$ cat config.mk
export PLATFORM = sky130hd
export DESIGN_NAME = adcp_device_flat
export DESIGN_NICKNAME = d
export VERILOG_FILES = /design/src/pkg/adcp_pkg.sv /design/src/pkg/adcp_link_if.sv /design/src/hdl/adcp_device.sv /design/src/flat_wrapper.sv
export VERILOG_INCLUDE_DIRS = /design/src /design/src/pkg
export SDC_FILE = /design/constraint.sdc
export NUM_CORES = 1
export LEC_CHECK = 0
export BUFFER_PORTS_ARGS = -buffer_cell sky130_fd_sc_hd__buf_2
export CAP_MARGIN = 10
export CORE_MARGIN = 3
export CORE_UTILIZATION = 29
export DETAILED_ROUTE_END_ITERATION = 12
export GPL_TIMING_DRIVEN = 0
export PLACE_DENSITY = 0.58
export SETUP_SLACK_MARGIN = 0.4
export SYNTH_ARGS = -nofsm -noshare
export SYNTH_HDL_FRONTEND = slang
export SYNTH_SLANG_ARGS = --single-unit
$ cat constraint.sdc
create_clock -name sys_clk_i -period 3.4 [get_ports sys_clk_i]
set_input_delay 0.68 -clock sys_clk_i [delete_from_list [all_inputs] [get_ports sys_clk_i]]
set_output_delay 0.68 -clock sys_clk_i [all_outputs]
set_load 0.02 [all_outputs]
$ cat src/pkg/adcp_cfg.svh
`ifndef ADCP_CFG_SVH
`define ADCP_CFG_SVH

// device register indices on the link
`define ADCP_IDX_SCR 2'h0
`define ADCP_IDX_RHI 2'h1
`define ADCP_IDX_RLO 2'h2
`define ADCP_IDX_CFG 2'h3

// status_control_reg fields
`define ADCP_SCR_FLAG 7
`define ADCP_SCR_IRQ_EN 6
`define ADCP_SCR_CONT 5
`define ADCP_CHAN_OFF 5'h1F
`define ADCP_CHAN_RESET 5'h1F

// configuration register fields
`define ADCP_CFG_LONG 0
`define ADCP_CFG_MODE8 1
`define ADCP_CFG_ASYNC 2
`define ADCP_CFG_EXT 3

// timing: sample window counted in half conversion-clock cycles
`define ADCP_SYS_HZ 50000000
`define ADCP_CONVERSION_CLOCK_HZ 1000000
`define ADCP_HALF_DIV (`ADCP_SYS_HZ / (2 * `ADCP_CONVERSION_CLOCK_HZ))
`define ADCP_SHORT_HALVES 7
`define ADCP_LONG_HALVES 47
`define ADCP_RES_BITS 10

// host APB register offsets
`define ADCP_OFS_LINK 32'h0000_0000
`define ADCP_OFS_MODE 32'h0000_0004
`define ADCP_OFS_STAT 32'h0000_0008
`define ADCP_LINK_RD_BIT 16
`define ADCP_MODE_WAIT 0
`define ADCP_MODE_STOP 1
`define ADCP_MODE_TRIG 2

`endif

$ cat src/pkg/adcp_pkg.sv
package adcp_pkg;
  typedef enum logic [1:0] {
    ADCP_IDLE = 2'h0,
    ADCP_SAMPLE = 2'h1,
    ADCP_CONVERT = 2'h3
  } adcp_state_e;

  typedef enum logic [1:0] {
    ADCP_H_IDLE = 2'h0,
    ADCP_H_STROBE = 2'h1,
    ADCP_H_CAPT = 2'h3
  } adcp_hstate_e;

  typedef logic [9:0] adcp_code_t;
endpackage

$ cat src/pkg/adcp_link_if.sv
`timescale 1ns/1ps
`default_nettype none
interface adcp_link_if;
  logic reg_wr;
  logic reg_rd;
  logic [1:0] reg_addr;
  logic [7:0] reg_wdata;
  logic [7:0] reg_rdata;
  logic irq;
  logic low_power;
  logic wait_mode;
  logic stop_mode;
  logic ext_trigger;

  modport dev (
    input reg_wr, reg_rd, reg_addr, reg_wdata, wait_mode, stop_mode, ext_trigger,
    output reg_rdata, irq, low_power
  );
  modport host (
    output reg_wr, reg_rd, reg_addr, reg_wdata, wait_mode, stop_mode, ext_trigger,
    input reg_rdata, irq, low_power
  );
endinterface
`default_nettype wire

$ cat src/hdl/adcp_device.sv
// Chosen here: the address map and the APB interface to the registers.
`include "adcp_cfg.svh"
`timescale 1ns/1ps
`default_nettype none
module adcp_device import adcp_pkg::*; (
  // clock and reset
  input wire logic sys_clk_i,
  input wire logic resetn_i,
  // processor side
  adcp_link_if.dev link,
  // analog front end, already digitised level
  input wire logic [9:0] analog_level_i
);

  function automatic adcp_code_t onehot(input logic [3:0] idx);
    onehot = adcp_code_t'(10'h001 << idx);
  endfunction

  function automatic logic [7:0] round8(input adcp_code_t v);
    round8 = (v[9:2] == 8'hFF) ? 8'hFF : v[9:2] + {7'h00, v[1]};
  endfunction

  adcp_state_e state_q;
  adcp_state_e next_state;
  logic [4:0] div_cnt;
  logic [5:0] phase_cnt;
  logic [3:0] bit_idx;
  adcp_code_t sar;
  adcp_code_t sample_val;
  adcp_code_t level_meta;
  adcp_code_t level_sync;
  adcp_code_t result;
  logic irq_en;
  logic cont;
  logic [4:0] channel;
  logic flag;
  logic long_sample_select;
  logic mode8;
  logic async_clock_enable;
  logic external_convert_mode;
  logic hi_pending;
  logic [7:0] rdata_q;
  logic irq_q;
  logic low_power_q;

  wire scr_wr = link.reg_wr && (link.reg_addr == `ADCP_IDX_SCR);
  wire cfg_wr = link.reg_wr && (link.reg_addr == `ADCP_IDX_CFG);
  wire low_rd = link.reg_rd && (link.reg_addr == `ADCP_IDX_RLO);
  wire high_rd = link.reg_rd && (link.reg_addr == `ADCP_IDX_RHI);
  // only stop with the async clock off stops the converter; wait mode never does
  wire clk_gated = link.stop_mode && !async_clock_enable;
  wire chan_on = (channel != `ADCP_CHAN_OFF);
  wire sw_start = scr_wr && (link.reg_wdata[4:0] != `ADCP_CHAN_OFF)
                  && !external_convert_mode;
  wire hw_start = link.ext_trigger && external_convert_mode && chan_on
                  && (state_q == ADCP_IDLE) && !clk_gated;
  wire half_tick = (div_cnt == 5'(`ADCP_HALF_DIV - 1));
  wire [5:0] sample_last = long_sample_select ? 6'(`ADCP_LONG_HALVES - 1)
                                              : 6'(`ADCP_SHORT_HALVES - 1);
  wire sample_end = (state_q == ADCP_SAMPLE) && half_tick && (phase_cnt == sample_last);
  wire bit_step = (state_q == ADCP_CONVERT) && half_tick && (phase_cnt == 6'h01);
  wire done_evt = bit_step && (bit_idx == 4'h0);
  // a half-read 10-bit result must not be torn; the new one is dropped and redone
  wire blocked = done_evt && hi_pending && !mode8;
  wire xfer = done_evt && !blocked;
  wire restart = done_evt && (blocked || (cont && chan_on));
  // a control or config write in the completion cycle overrides the automatic restart
  wire launch = !clk_gated && (sw_start || hw_start || (restart && !scr_wr && !cfg_wr));
  wire [9:0] trial = sar | onehot(bit_idx);
  wire [9:0] decided = (sample_val >= trial) ? trial : sar;
  wire [9:0] final_code = mode8 ? {2'b00, round8(decided)} : decided;
  wire next_irq_en = scr_wr ? link.reg_wdata[`ADCP_SCR_IRQ_EN] : irq_en;
  // a completion in the same cycle as a clearing access still sets the flag
  wire next_flag = xfer || (flag && !(scr_wr || low_rd));

  always_comb begin
    next_state = state_q;
    if (clk_gated) begin
      next_state = ADCP_IDLE;
    end else if (launch) begin
      next_state = ADCP_SAMPLE;
    end else if (scr_wr || cfg_wr) begin
      next_state = ADCP_IDLE;
    end else if (sample_end) begin
      next_state = ADCP_CONVERT;
    end else if (done_evt) begin
      next_state = ADCP_IDLE;
    end
  end

  always_ff @(posedge sys_clk_i or negedge resetn_i) begin
    if (!resetn_i) begin
      state_q <= ADCP_IDLE;
      low_power_q <= 1'b1;
    end else begin
      state_q <= next_state;
      low_power_q <= (next_state == ADCP_IDLE);
    end
  end

  // conversion-clock divider and sequencing run only while sampling or converting
  always_ff @(posedge sys_clk_i or negedge resetn_i) begin
    if (!resetn_i) begin
      div_cnt <= 5'h00;
      phase_cnt <= 6'h00;
    end else if (launch || next_state == ADCP_IDLE) begin
      div_cnt <= 5'h00;
      phase_cnt <= 6'h00;
    end else if (half_tick) begin
      div_cnt <= 5'h00;
      if (sample_end || bit_step) begin
        phase_cnt <= 6'h00;
      end else begin
        phase_cnt <= phase_cnt + 6'h01;
      end
    end else begin
      div_cnt <= div_cnt + 5'h01;
    end
  end

  // two flops on the outside level; it must stay steady through the sample window,
  // since a word that moves while caught may be torn between old and new bits
  always_ff @(posedge sys_clk_i or negedge resetn_i) begin
    if (!resetn_i) begin
      level_meta <= 10'h000;
      level_sync <= 10'h000;
    end else begin
      level_meta <= analog_level_i;
      level_sync <= level_meta;
    end
  end

  always_ff @(posedge sys_clk_i or negedge resetn_i) begin
    if (!resetn_i) begin
      bit_idx <= 4'h0;
      sar <= 10'h000;
      sample_val <= 10'h000;
    end else if (sample_end) begin
      bit_idx <= 4'(`ADCP_RES_BITS - 1);
      sar <= 10'h000;
      sample_val <= level_sync;
    end else if (bit_step) begin
      bit_idx <= bit_idx - 4'h1;
      sar <= decided;
    end
  end

  // results change only on a finished transfer, never on an abort
  always_ff @(posedge sys_clk_i or negedge resetn_i) begin
    if (!resetn_i) begin
      result <= 10'h000;
    end else if (xfer) begin
      result <= final_code;
    end
  end

  always_ff @(posedge sys_clk_i or negedge resetn_i) begin
    if (!resetn_i) begin
      irq_en <= 1'b0;
      cont <= 1'b0;
      channel <= `ADCP_CHAN_RESET;
    end else if (scr_wr) begin
      irq_en <= link.reg_wdata[`ADCP_SCR_IRQ_EN];
      cont <= link.reg_wdata[`ADCP_SCR_CONT];
      channel <= link.reg_wdata[4:0];
    end
  end

  always_ff @(posedge sys_clk_i or negedge resetn_i) begin
    if (!resetn_i) begin
      long_sample_select <= 1'b0;
      mode8 <= 1'b0;
      async_clock_enable <= 1'b0;
      external_convert_mode <= 1'b0;
    end else if (cfg_wr) begin
      long_sample_select <= link.reg_wdata[`ADCP_CFG_LONG];
      mode8 <= link.reg_wdata[`ADCP_CFG_MODE8];
      async_clock_enable <= link.reg_wdata[`ADCP_CFG_ASYNC];
      external_convert_mode <= link.reg_wdata[`ADCP_CFG_EXT];
    end
  end

  always_ff @(posedge sys_clk_i or negedge resetn_i) begin
    if (!resetn_i) begin
      flag <= 1'b0;
      irq_q <= 1'b0;
      hi_pending <= 1'b0;
    end else begin
      flag <= next_flag;
      irq_q <= next_flag && next_irq_en;
      hi_pending <= (high_rd && !mode8) || (hi_pending && !(low_rd || scr_wr));
    end
  end

  wire [7:0] scr_view = {flag, irq_en, cont, channel};
  wire [7:0] cfg_view = {4'h0, external_convert_mode, async_clock_enable,
                         mode8, long_sample_select};
  wire [7:0] hi_view = mode8 ? 8'h00 : {6'h00, result[9:8]};

  always_ff @(posedge sys_clk_i or negedge resetn_i) begin
    if (!resetn_i) begin
      rdata_q <= 8'h00;
    end else if (link.reg_rd) begin
      unique case (link.reg_addr)
        `ADCP_IDX_SCR: rdata_q <= scr_view;
        `ADCP_IDX_RHI: rdata_q <= hi_view;
        `ADCP_IDX_RLO: rdata_q <= result[7:0];
        `ADCP_IDX_CFG: rdata_q <= cfg_view;
      endcase
    end
  end

  assign link.reg_rdata = rdata_q;
  assign link.irq = irq_q;
  assign link.low_power = low_power_q;

endmodule
`default_nettype wire

$ cat src/flat_wrapper.sv
// flat-port wrapper written by rule: the top's interface ports become plain ports
module adcp_device_flat import adcp_pkg::*;
  (sys_clk_i, resetn_i, analog_level_i, link_reg_wr, link_reg_rd, link_reg_addr, link_reg_wdata, link_wait_mode, link_stop_mode, link_ext_trigger, link_reg_rdata, link_irq, link_low_power);
  adcp_link_if link_i ();
  input wire logic sys_clk_i;
  input wire logic resetn_i;
  input wire logic [9:0] analog_level_i;
  input wire logic [$bits(link_i.reg_wr)-1:0] link_reg_wr;
  input wire logic [$bits(link_i.reg_rd)-1:0] link_reg_rd;
  input wire logic [$bits(link_i.reg_addr)-1:0] link_reg_addr;
  input wire logic [$bits(link_i.reg_wdata)-1:0] link_reg_wdata;
  input wire logic [$bits(link_i.wait_mode)-1:0] link_wait_mode;
  input wire logic [$bits(link_i.stop_mode)-1:0] link_stop_mode;
  input wire logic [$bits(link_i.ext_trigger)-1:0] link_ext_trigger;
  output wire logic [$bits(link_i.reg_rdata)-1:0] link_reg_rdata;
  output wire logic [$bits(link_i.irq)-1:0] link_irq;
  output wire logic [$bits(link_i.low_power)-1:0] link_low_power;
  assign link_i.reg_wr = link_reg_wr;
  assign link_i.reg_rd = link_reg_rd;
  assign link_i.reg_addr = link_reg_addr;
  assign link_i.reg_wdata = link_reg_wdata;
  assign link_i.wait_mode = link_wait_mode;
  assign link_i.stop_mode = link_stop_mode;
  assign link_i.ext_trigger = link_ext_trigger;
  assign link_reg_rdata = link_i.reg_rdata;
  assign link_irq = link_i.irq;
  assign link_low_power = link_i.low_power;
  adcp_device u_core (.sys_clk_i(sys_clk_i), .resetn_i(resetn_i), .link(link_i), .analog_level_i(analog_level_i));
endmodule
==> flow_summary.yaml, run 1 <==
min_path:
  hp-class: "in -> async"
detailed_routing:
  drtAntennaViolNets: 0
  wire_per_inst_um: 15.4
  viasPerCell: 4.96
  wirelength_um: 10600
  dr.pass1.iters: 5
  drt_iter0_drc: 246
  drcViolationCount: 0
  num_vias: 3424
setup_path:
  path_class: "reg -> reg"
  worstPathRequired_ns: 3.63
  r2r_start: "u_core.bit_idx[1]$_DFFE_PN0P_"
  end_kind: "flip-flop"
  critPathMaxStageDelay_ns: 0.40
  crit_buf_inv: 3
  crit_arrival_ns: 3.43
  critPathLaunch: "u_core.bit_idx[1]$_DFFE_PN0P_"
  cp_cell_sequence: "inv_2, buf_6, ha_4, a21oi_4, ha_4, a2111oi_4, o21ai_2, a21o_1, buf_6, a31oi_4, nor2_2, ha_4, o21ai_2, o21ai_2, o211ai_1, mux2i_1, a21oi_1"
  startpoint_type: "flip-flop"
  crit_path_top_delay_cell: "dfrtp_1"
  critical_path.top_delay_family: "compound AO/OA/AOI/OAI gates"
  cp_max_fo: 7
sta:
  finalSetupViolCount: 0
  fin_crit_ns: 3.20
  maxSlewViolCount: 0
  holdWs_ns: 0.231
  skew_ns: 0.00704
  timing.fmax_ghz: 0.313
  grt_setup_unrepaired: "true"
  final_hold_viol_count: 0
  tightestPinTransition_ns: 0.739
  totalNegativeSetupSlack_ns: 0
  slew_headroom_pct: 50.6
  setup_slack_ns: 0.201
  finalCritPeriodShare_pct: 94.1
placement:
  post-place-ws_ns: -0.0605
  dpl_cell_area_um2: 4920
  place_congestion: 0.909
  port_buffers: 33
  hpwlAfterDp_um: 7080
  dp.cells: 632
pwr:
  p_leak_uw: 0.00258
  vdd_drop_max_mv: 0.245
  power.density_nw_per_um2: 420
clocking:
  cts_tree: "built"
  cts_buffers: 9
  clock_latency_ns: 0.35
  clockRootBuffer: "clkbuf_16"
  cts_max_level: 3
  clkTransAtPathRegs_ns: 0.07
  clock_sink_count: 90
  cts_buffer_depth: 2
layout:
  layout.cells.non_filler: 691
  design_area_um2: 5870
  area_delta_synth_final_pct: 33.2
  num_antenna_cells: 0
  drive_above_1_share_pct: 35.3
  fin_nets: 549
synthesis:
  syn_inst: 414
  synth-seq-cells: 90
  synth.cell_area_um2: 4400
  synth_cell_types: 54
  netlist_top_cells_count: "dfrtp_1 (84), nor2_1 (48), a21oi_1 (22), mux2_2 (22)"
  async_reset_ff_share_pct: 100
  synth_top_area_share_pct: 47.7
  yosysTopAreaCell: "dfrtp_1"
  synth_ff_type: "dfrtp_1"
  synth_edf_count: 0
  ys_warn_count: 0
  syn_nets: 461
  ys_seq_area_share_pct: 51.3
  avgSynthCellArea_um2: 10.6
  synth.most_common_cell: "dfrtp_1"
  synthTopCellsByArea: "dfrtp_1 (48%), ha_1 (5.7%), mux2_2 (5.6%)"
global_route:
  grt_max_degree: 69
  grt_usage_pct: 12.8
  met1_usage_pct: 16.5
  grt.busiest_layer: "met2"
  use_met2_pct: 20.9
  overflow: 0
  grt_pass1_wl_um: 16900
  antenna_found_initial: 0
  grt_pass1_vias: 3402
  grt.met3_usage_pct: 2.56
floorplan:
  fp.dieW_um: 129
  die_h_um: 129
  start_util_pct: 30.0
  core_area_um2: 14700
  die_area_um2: 16700
  io_pins: 37
  placementRows: 44
flow_run:
  timing.max_cap.violations: 0
outcome:
  status: "complete, no violations"
-- cell usage in the layout, fill, tap and decap left out, types with 4 or more instances in the layout --
cell	count
o22ai_1	9
buf_4	39
ha_4	9
nand2_1	16
dfrtp_1	81
and3_1	5
xor2_1	9
buf_2	32
mux2i_1	7
a21oi_4	7
buf_6	6
nand2b_1	4
clkbuf_1	10
o21ai_0	14
nor3_1	5
nand3_1	18
a21oi_1	17
mux2_2	22
and2_1	5
nor4_1	4
dfstp_2	6
clkbuf_16	9
a31oi_1	13
inv_1	18
nand4_1	4
xnor2_1	5
or3_1	4
ha_1	10
a211oi_2	5
nor2_1	43
nor2b_1	6
-- through the flow --
step                      total power, uW  utilization (%)
after global placement               1400             33.3
after global routing                 2570             39.9
final                                2460             39.9
after CTS                            2500             38.6
after detailed placement             1410             33.5
after floorplan                      1310                -
-- layout make-up --
class                           instances  area, um^2
Buffer                                 12        67.6
Clock buffer                           11         233
Clock inverter                          5        85.1
Fill cell                            1363        8830
Inverter                               20        77.6
Multi-Input combinational cell        292        2360
Sequential cell                        90        2260
Tap cell                              184         230
Timing Repair Buffer                   77         554
-- sequential cells by signal (all words and copies together), names as in the netlist --
signal / cells
u_core.async_clock_enable: 1
u_core.bit_idx: 4
u_core.channel: 5
u_core.cont: 1
u_core.div_cnt: 5
u_core.external_convert_mode: 1
u_core.flag: 1
u_core.hi_pending: 1
u_core.irq_en: 1
u_core.level_meta: 10
u_core.level_sync: 10
u_core.link.irq: 1
u_core.link.low_power: 1
u_core.link.reg_rdata: 8
u_core.long_sample_select: 1
u_core.mode8: 1
u_core.phase_cnt: 6
u_core.result: 10
u_core.sample_val: 10
u_core.sar: 10
u_core.state_q: 2
-- worst paths after layout --
kind | cells after the start | to | slack (ns)
min reg2reg | 0 | u_core.level_sync[2]$_DFF_PN0_ | 0.35
max in group asynchronous | 2 | u_core.channel[1]$_DFFE_PN1P_ | 2.48
max | 17 | u_core.result[6]$_DFFE_PN0P_ | 0.20
min in group sys_clk_i | 0 | u_core.level_sync[2]$_DFF_PN0_ | 0.35
max reg2reg | 17 | u_core.result[6]$_DFFE_PN0P_ | 0.20
min | 1 | u_core.level_meta[9]$_DFF_PN0_ | 0.23
-- cells by family (layout without fill, tap and decap cells) --
group / count (synthesis) / count (layout) / share of synthesized area [%]
AND/OR/NAND/NOR: 143 / 143 / 17.0
flip-flops: 90 / 90 / 51.3
AO/OA/AOI/OAI: 86 / 86 / 12.9
buffers and inverters: 32 / 125 / 3.10
multiplexers: 29 / 29 / 7.22
adder cells (fa/ha/maj): 20 / 20 / 5.68
XOR/XNOR: 14 / 14 / 2.78
-- where the power goes --
| part | total [uW] | internal (uW) | switching, uW |
|---|---|---|---|
| Clock | 1080 | 650 | 425 |
| Sequential | 1190 | 1140 | 45.8 |
| Combinational | 201 | 85.4 | 115 |
-- layer usage --
layer	vias to the layer above	share of wire (%)
li1	1653	-
met1	1659	44
met2	85	49
met3	27	3.8
met4	0	3.1
met5	-	0
-- repair_timing --
action	CTS	global route
hold buffers	0	0
gates resized for setup	40	15
pin swaps	15	15
buffers inserted	32	11
endpoints found under the setup margin	16	8
cloned	0	0
No activity file was read; power rests on OpenSTA's default activity.
==> run 2, diff against run 1 <==
--- a/config.mk
+++ b/config.mk
@@ -6,13 +6,13 @@
 export SDC_FILE = /design/constraint.sdc
 export NUM_CORES = 1
 export LEC_CHECK = 0
-export BUFFER_PORTS_ARGS = -buffer_cell sky130_fd_sc_hd__buf_2
+export BUFFER_PORTS_ARGS = -buffer_cell sky130_fd_sc_hd__buf_4
 export CAP_MARGIN = 10
 export CORE_MARGIN = 3
-export CORE_UTILIZATION = 29
+export CORE_UTILIZATION = 40
 export DETAILED_ROUTE_END_ITERATION = 12
 export GPL_TIMING_DRIVEN = 0
-export PLACE_DENSITY = 0.58
+export PLACE_DENSITY = 0.71
 export SETUP_SLACK_MARGIN = 0.4
 export SYNTH_ARGS = -nofsm -noshare
 export SYNTH_HDL_FRONTEND = slang
==> run 2 against run 1 <==
  * Combinational power up 5%
  * Worst hold slack got worse by 0.051 ns
  * Final cell count decreased by 7.8%
  * Utilization up 15 points
  * Clock power fell by 22%
  * Via count is 2.6% higher
  * Register-to-register slack worse by 0.05 ns
  * Worst setup slack got worse by 0.053 ns
  * Routed wire length grew 2.8%
  * First-iteration DRC count shrank 2.4%
  * Largest power group unchanged
==> flow_summary.yaml, run 2 (synthesized netlist as in run 1, its figures left out) <==
outcome:
  status: "complete, no violations"
sta:
  final_hold_viol_count: 0
  grt_setup_unrepaired: "true"
  maxSlewViolCount: 0
  finalSetupViolCount: 0
  tightestPinTransition_ns: 0.744
  finalCritPeriodShare_pct: 95.6
  fin_crit_ns: 3.25
  holdWs_ns: 0.179
  skew_ns: 0.0136
  timing.fmax_ghz: 0.308
  slew_headroom_pct: 50.2
  totalNegativeSetupSlack_ns: 0
  setup_slack_ns: 0.148
clocking:
  cts_buffers: 9
  clkTransAtPathRegs_ns: 0.09
  cts_buffer_depth: 2
  cts_tree: "built"
  clockRootBuffer: "clkbuf_8"
  clock_latency_ns: 0.37
  cts_max_level: 3
  clock_sink_count: 90
pwr:
  power.density_nw_per_um2: 388
  p_leak_uw: 0.00256
  vdd_drop_max_mv: 0.196
setup_path:
  critical_path.top_delay_family: "compound AO/OA/AOI/OAI gates"
  path_class: "reg -> reg"
  cp_max_fo: 8
  startpoint_type: "flip-flop"
  crit_arrival_ns: 3.51
  critPathMaxStageDelay_ns: 0.49
  worstPathRequired_ns: 3.66
  critPathLaunch: "u_core.bit_idx[2]$_DFFE_PN0P_"
  crit_path_top_delay_cell: "dfrtp_2"
  crit_buf_inv: 3
  end_kind: "flip-flop"
  cp_cell_sequence: "nor2_4, buf_6, buf_4, a21oi_4, ha_2, o21a_1, nor2_4, o21ai_2, a21o_1, buf_6, nor2_1, nor2_1, ha_2, nand2_2, o21ai_2, nor2b_2, xor2_1, a21oi_1"
  r2r_start: "u_core.bit_idx[2]$_DFFE_PN0P_"
global_route:
  met1_usage_pct: 20.1
  overflow: 0
  grt_max_degree: 91
  use_met2_pct: 28.3
  grt.busiest_layer: "met2"
  grt.met3_usage_pct: 4.09
  antenna_found_initial: 0
  grt_pass1_vias: 3604
  grt_usage_pct: 16.7
  grt_pass1_wl_um: 16900
floorplan:
  die_area_um2: 12300
  start_util_pct: 41.9
  core_area_um2: 10500
  placementRows: 37
  die_h_um: 111
  fp.dieW_um: 111
  io_pins: 37
detailed_routing:
  num_vias: 3512
  viasPerCell: 5.51
  wire_per_inst_um: 17.1
  dr.pass1.iters: 4
  drt_iter0_drc: 240
  drcViolationCount: 0
  wirelength_um: 10900
  drtAntennaViolNets: 0
layout:
  final_common_cell: "dfrtp_1"
  area_delta_synth_final_pct: 30.6
  drive_above_1_share_pct: 35.7
  num_antenna_cells: 0
  fillCellCount: 839
  design_area_um2: 5750
  fin_nets: 543
  final_cell_mix: "dfrtp_1 (81), buf_4 (68), nor2_1 (45)"
placement:
  hpwlAfterDp_um: 6750
  dpl_cell_area_um2: 4910
  place_congestion: 0.839
  post-place-ws_ns: -0.0271
  port_buffers: 33
min_path:
  hp-class: "in -> async"
flow_run:
  timing.max_cap.violations: 0
==> run 2: cell types whose count changed in the layout (fill, tap and decap cells not counted), sizes merged <==
cell and delta:
buf -6
==> run 2: worst paths after layout <==
kind / end / slack (ns) / cells past startpoint
hold reg to reg: u_core.level_sync[2]$_DFF_PN0_ / 0.35 / 0
max in group asynchronous: u_core.channel[2]$_DFFE_PN1P_ / 2.56 / 2
setup reg to reg: u_core.result[4]$_DFFE_PN0P_ / 0.15 / 18
hold / removal: u_core.level_meta[9]$_DFF_PN0_ / 0.18 / 1
min in group sys_clk_i: u_core.level_sync[2]$_DFF_PN0_ / 0.35 / 0
setup / recovery: u_core.result[4]$_DFFE_PN0P_ / 0.15 / 18
==> run 2: final cells by class <==
class | count | area (um^2) | area share [%]
plain buffers | 12 | 67.6 | 1.17
clock buffers | 11 | 141 | 2.46
clock inverters | 5 | 85.1 | 1.48
inverters | 20 | 77.6 | 1.35
multi-input cells | 292 | 2390 | 41.5
flip-flops and latches | 90 | 2260 | 39.3
well taps | 136 | 170 | 2.96
repair buffers | 71 | 561 | 9.74
==> run 2: report_power, final <==
group	internal [uW]	switching [uW]	total [uW]
Sequential	1140	43.7	1180
Combinational	99.3	112	211
Clock	440	399	839
==> run 2: stage by stage <==
stage	power (uW)	utilization [%]	std cells
after floorplan	1310	-	414
after global placement	1410	46.8	583
after detailed placement	1410	46.8	583
after CTS	2250	51.1	616
after global routing	2330	54.7	637
final	2230	54.7	637
==> run 2: what timing repair did <==
action,in CTS,in global routing
gates cloned,0,0
endpoints found under the setup margin,17,17
buffers inserted,17,20
hold buffers,0,0
hold endpoints to repair,0,0
resized for setup,21,40
pin swaps,10,15
==> run 2: worst reg2reg max path: stages, from the launching register on <==
cell and delay, ns:
dfrtp_2 0.49, nor2_4 0.15, buf_6 0.14, buf_4 0.12
a21oi_4 0.07, ha_2 0.34, o21a_1 0.16, nor2_4 0.06
o21ai_2 0.16, a21o_1 0.14, buf_6 0.14, nor2_1 0.06
nor2_1 0.17, ha_2 0.24, nand2_2 0.06, o21ai_2 0.18
nor2b_2 0.19, xor2_1 0.18, a21oi_1 0.09
==> run 2: metal layers <==
layer	vias up	part of all wire, %
met5	-	0
met4	0	3.8
met3	43	4.4
met2	98	51
met1	1731	41
li1	1640	-
==> run 3, diff against run 2 <==
--- a/config.mk
+++ b/config.mk
@@ -8,6 +8,7 @@
 export LEC_CHECK = 0
 export BUFFER_PORTS_ARGS = -buffer_cell sky130_fd_sc_hd__buf_4
 export CAP_MARGIN = 10
+export CORE_ASPECT_RATIO = 2
 export CORE_MARGIN = 3
 export CORE_UTILIZATION = 40
 export DETAILED_ROUTE_END_ITERATION = 12
==> run 3 against run 2 <==
  * Maximum frequency is 2.9% lower
  * Sequential cell count stayed put
  * Sequential power hardly changed
  * Combinational power hardly changed
  * Utilization is 0.20 points lower
  * Highest routed layer unchanged
==> flow_summary.yaml, run 3 (synthesized netlist as in run 1, its figures left out) <==
detailed_routing:
  viasPerCell: 5.42
  top_layer_used: "met4"
  wire_per_inst_um: 16.8
  wirelength_um: 10800
  wl_met2_um: 5980
  drt-met1-wl_um: 3710
  num_vias: 3469
  met3WireLength_um: 400
  drt_iter0_drc: 195
  drcViolationCount: 0
  dr.pass1.iters: 4
  drtAntennaViolNets: 0
sta:
  finalCritPeriodShare_pct: 98.5
  holdWs_ns: 0.205
  grt_setup_unrepaired: "true"
  skew_ns: 0.0103
  slew_headroom_pct: 49.1
  timing.fmax_ghz: 0.299
  setup_slack_ns: 0.0520
  fin_crit_ns: 3.35
  maxSlewViolCount: 0
  tightestPinTransition_ns: 0.761
  final_hold_viol_count: 0
  finalSetupViolCount: 0
placement:
  post-place-ws_ns: -0.0906
  hpwlAfterDp_um: 7470
  dpl_cell_area_um2: 4910
  place_congestion: 0.929
  port_buffers: 33
clocking:
  clock_latency_ns: 0.35
  clock_sink_count: 90
  cts_tree: "built"
  postCtsHoldBufs: 0
  cts_max_level: 3
  cts_buffer_depth: 2
  clockRootBuffer: "clkbuf_16"
  clkTransAtPathRegs_ns: 0.07
  cts_buffers: 9
flow_run:
  timing.max_cap.violations: 0
global_route:
  antenna_found_initial: 0
  overflow: 0
  grt_pass1_vias: 3658
  grt_pass1_wl_um: 17700
  grt_usage_pct: 18.5
  grt_max_degree: 91
floorplan:
  die_area_um2: 12400
  core_area_um2: 10600
  io_pins: 37
  die_h_um: 154
  placementRows: 53
  start_util_pct: 41.5
  fp.dieW_um: 80.2
pwr:
  p_leak_uw: 0.00257
  vdd_drop_max_mv: 0.289
  power.density_nw_per_um2: 405
layout:
  fillCellCount: 914
  fin_nets: 545
  final_cell_mix: "dfrtp_1 (81), buf_4 (65), nor2_1 (42)"
  design_area_um2: 5790
  num_antenna_cells: 0
  drive_above_1_share_pct: 34.4
  area_delta_synth_final_pct: 31.4
  final_common_cell: "dfrtp_1"
setup_path:
  end_kind: "flip-flop"
  worstPathRequired_ns: 3.62
  path_class: "reg -> reg"
  r2r_start: "u_core.bit_idx[1]$_DFFE_PN0P_"
  reg2regPathDepth: 17
  r2r-end: "u_core.result[6]$_DFFE_PN0P_"
  crit_arrival_ns: 3.57
  rrSetupSlack_ns: 0.05
  cp_max_fo: 6
  startpoint_type: "flip-flop"
min_path:
  hp-class: "in -> async"
outcome:
  status: "complete, no violations"
-- run 3: changes by cell type in the layout (fill, tap and decap cells not counted), moves of 2 or more --
cell / delta
a21oi_1: +3
nor2_2: +4
buf_4: -3
buf_12: +2
ha_1: +4
nor2_1: -3
buf_6: +3
clkinv_4: +2
bufinv_16: -2
clkbuf_16: +9
a21oi_2: -3
ha_2: -3
clkbuf_8: -10
-- run 3: per-layer routing --
metal | up-vias | track usage [%]
li1 | 1644 | -
met1 | 1687 | 18.3
met5 | - | 0
met4 | 0 | 12.6
met3 | 43 | 3.44
met2 | 95 | 33.4
-- run 3: area by class of cell --
type / count / area (um^2) / share of cell area, %
Buffer: 12 / 67.6 / 1.17
Timing Repair Buffer: 73 / 612 / 10.6
Inverter: 20 / 77.6 / 1.34
Multi-Input combinational cell: 292 / 2320 / 40.0
Tap cell: 137 / 171 / 2.96
Clock inverter: 6 / 50.0 / 0.865
Sequential cell: 90 / 2260 / 39.1
Clock buffer: 10 / 229 / 3.96
-- run 3: timing repair --
| item | in CTS | in global routing |
|---|---|---|
| setup buffers | 30 | 9 |
| gates resized for setup | 34 | 18 |
| setup endpoints to repair | 17 | 17 |
| pin swaps | 19 | 17 |
-- run 3: worst max-delay path by stage --
stage | slack (ns) | end | from | cells past startpoint
6_report | 0.05 | u_core.result[6]$_DFFE_PN0P_ | u_core.bit_idx[1]$_DFFE_PN0P_ | 17
5_1_grt | -0.10 | u_core.result[6]$_DFFE_PN0P_ | u_core.bit_idx[1]$_DFFE_PN0P_ | 17
4_1_cts | 0.10 | u_core.result[6]$_DFFE_PN0P_ | u_core.bit_idx[1]$_DFFE_PN0P_ | 18
3_5_place_dp | -0.09 | u_core.result[4]$_DFFE_PN0P_ | u_core.bit_idx[0]$_DFFE_PN0P_ | 12
3_3_place_gp | -0.08 | u_core.result[6]$_DFFE_PN0P_ | u_core.bit_idx[0]$_DFFE_PN0P_ | 17
2_1_floorplan | 0.40 | u_core.result[6]$_DFFE_PN0P_ | u_core.bit_idx[2]$_DFFE_PN0P_ | 18
-- run 3: critical path, cell delays in order (launching register included) --
cell and delay (ns):
dfrtp_1 0.39, inv_2 0.09, buf_6 0.13, ha_4 0.18, a21oi_4 0.19, ha_4 0.23
a2111oi_4 0.44, o21ai_2 0.10, a21o_1 0.19, buf_6 0.14, a31oi_4 0.21, nor2_2 0.06
ha_2 0.22, o21ai_2 0.07, o21ai_2 0.08, o211ai_1 0.15, mux2i_1 0.26, a21oi_1 0.10
-- run 3: where the power goes --
part | switching, uW | total [uW] | internal, uW
clock | 444 | 948 | 504
sequential | 43.7 | 1180 | 1140
combinational | 113 | 213 | 99.4
-- run 3: metrics by stage --
stage	cells	power, uW	TNS, ns	util, %
6_report	640	2340	0	54.5
3_3_place_gp	584	1410	-0.430	46.3
4_1_cts	630	2360	0	53.0
5_1_grt	640	2450	-0.487	54.5
2_1_floorplan	414	1310	0	-
3_5_place_dp	584	1410	-0.643	46.3
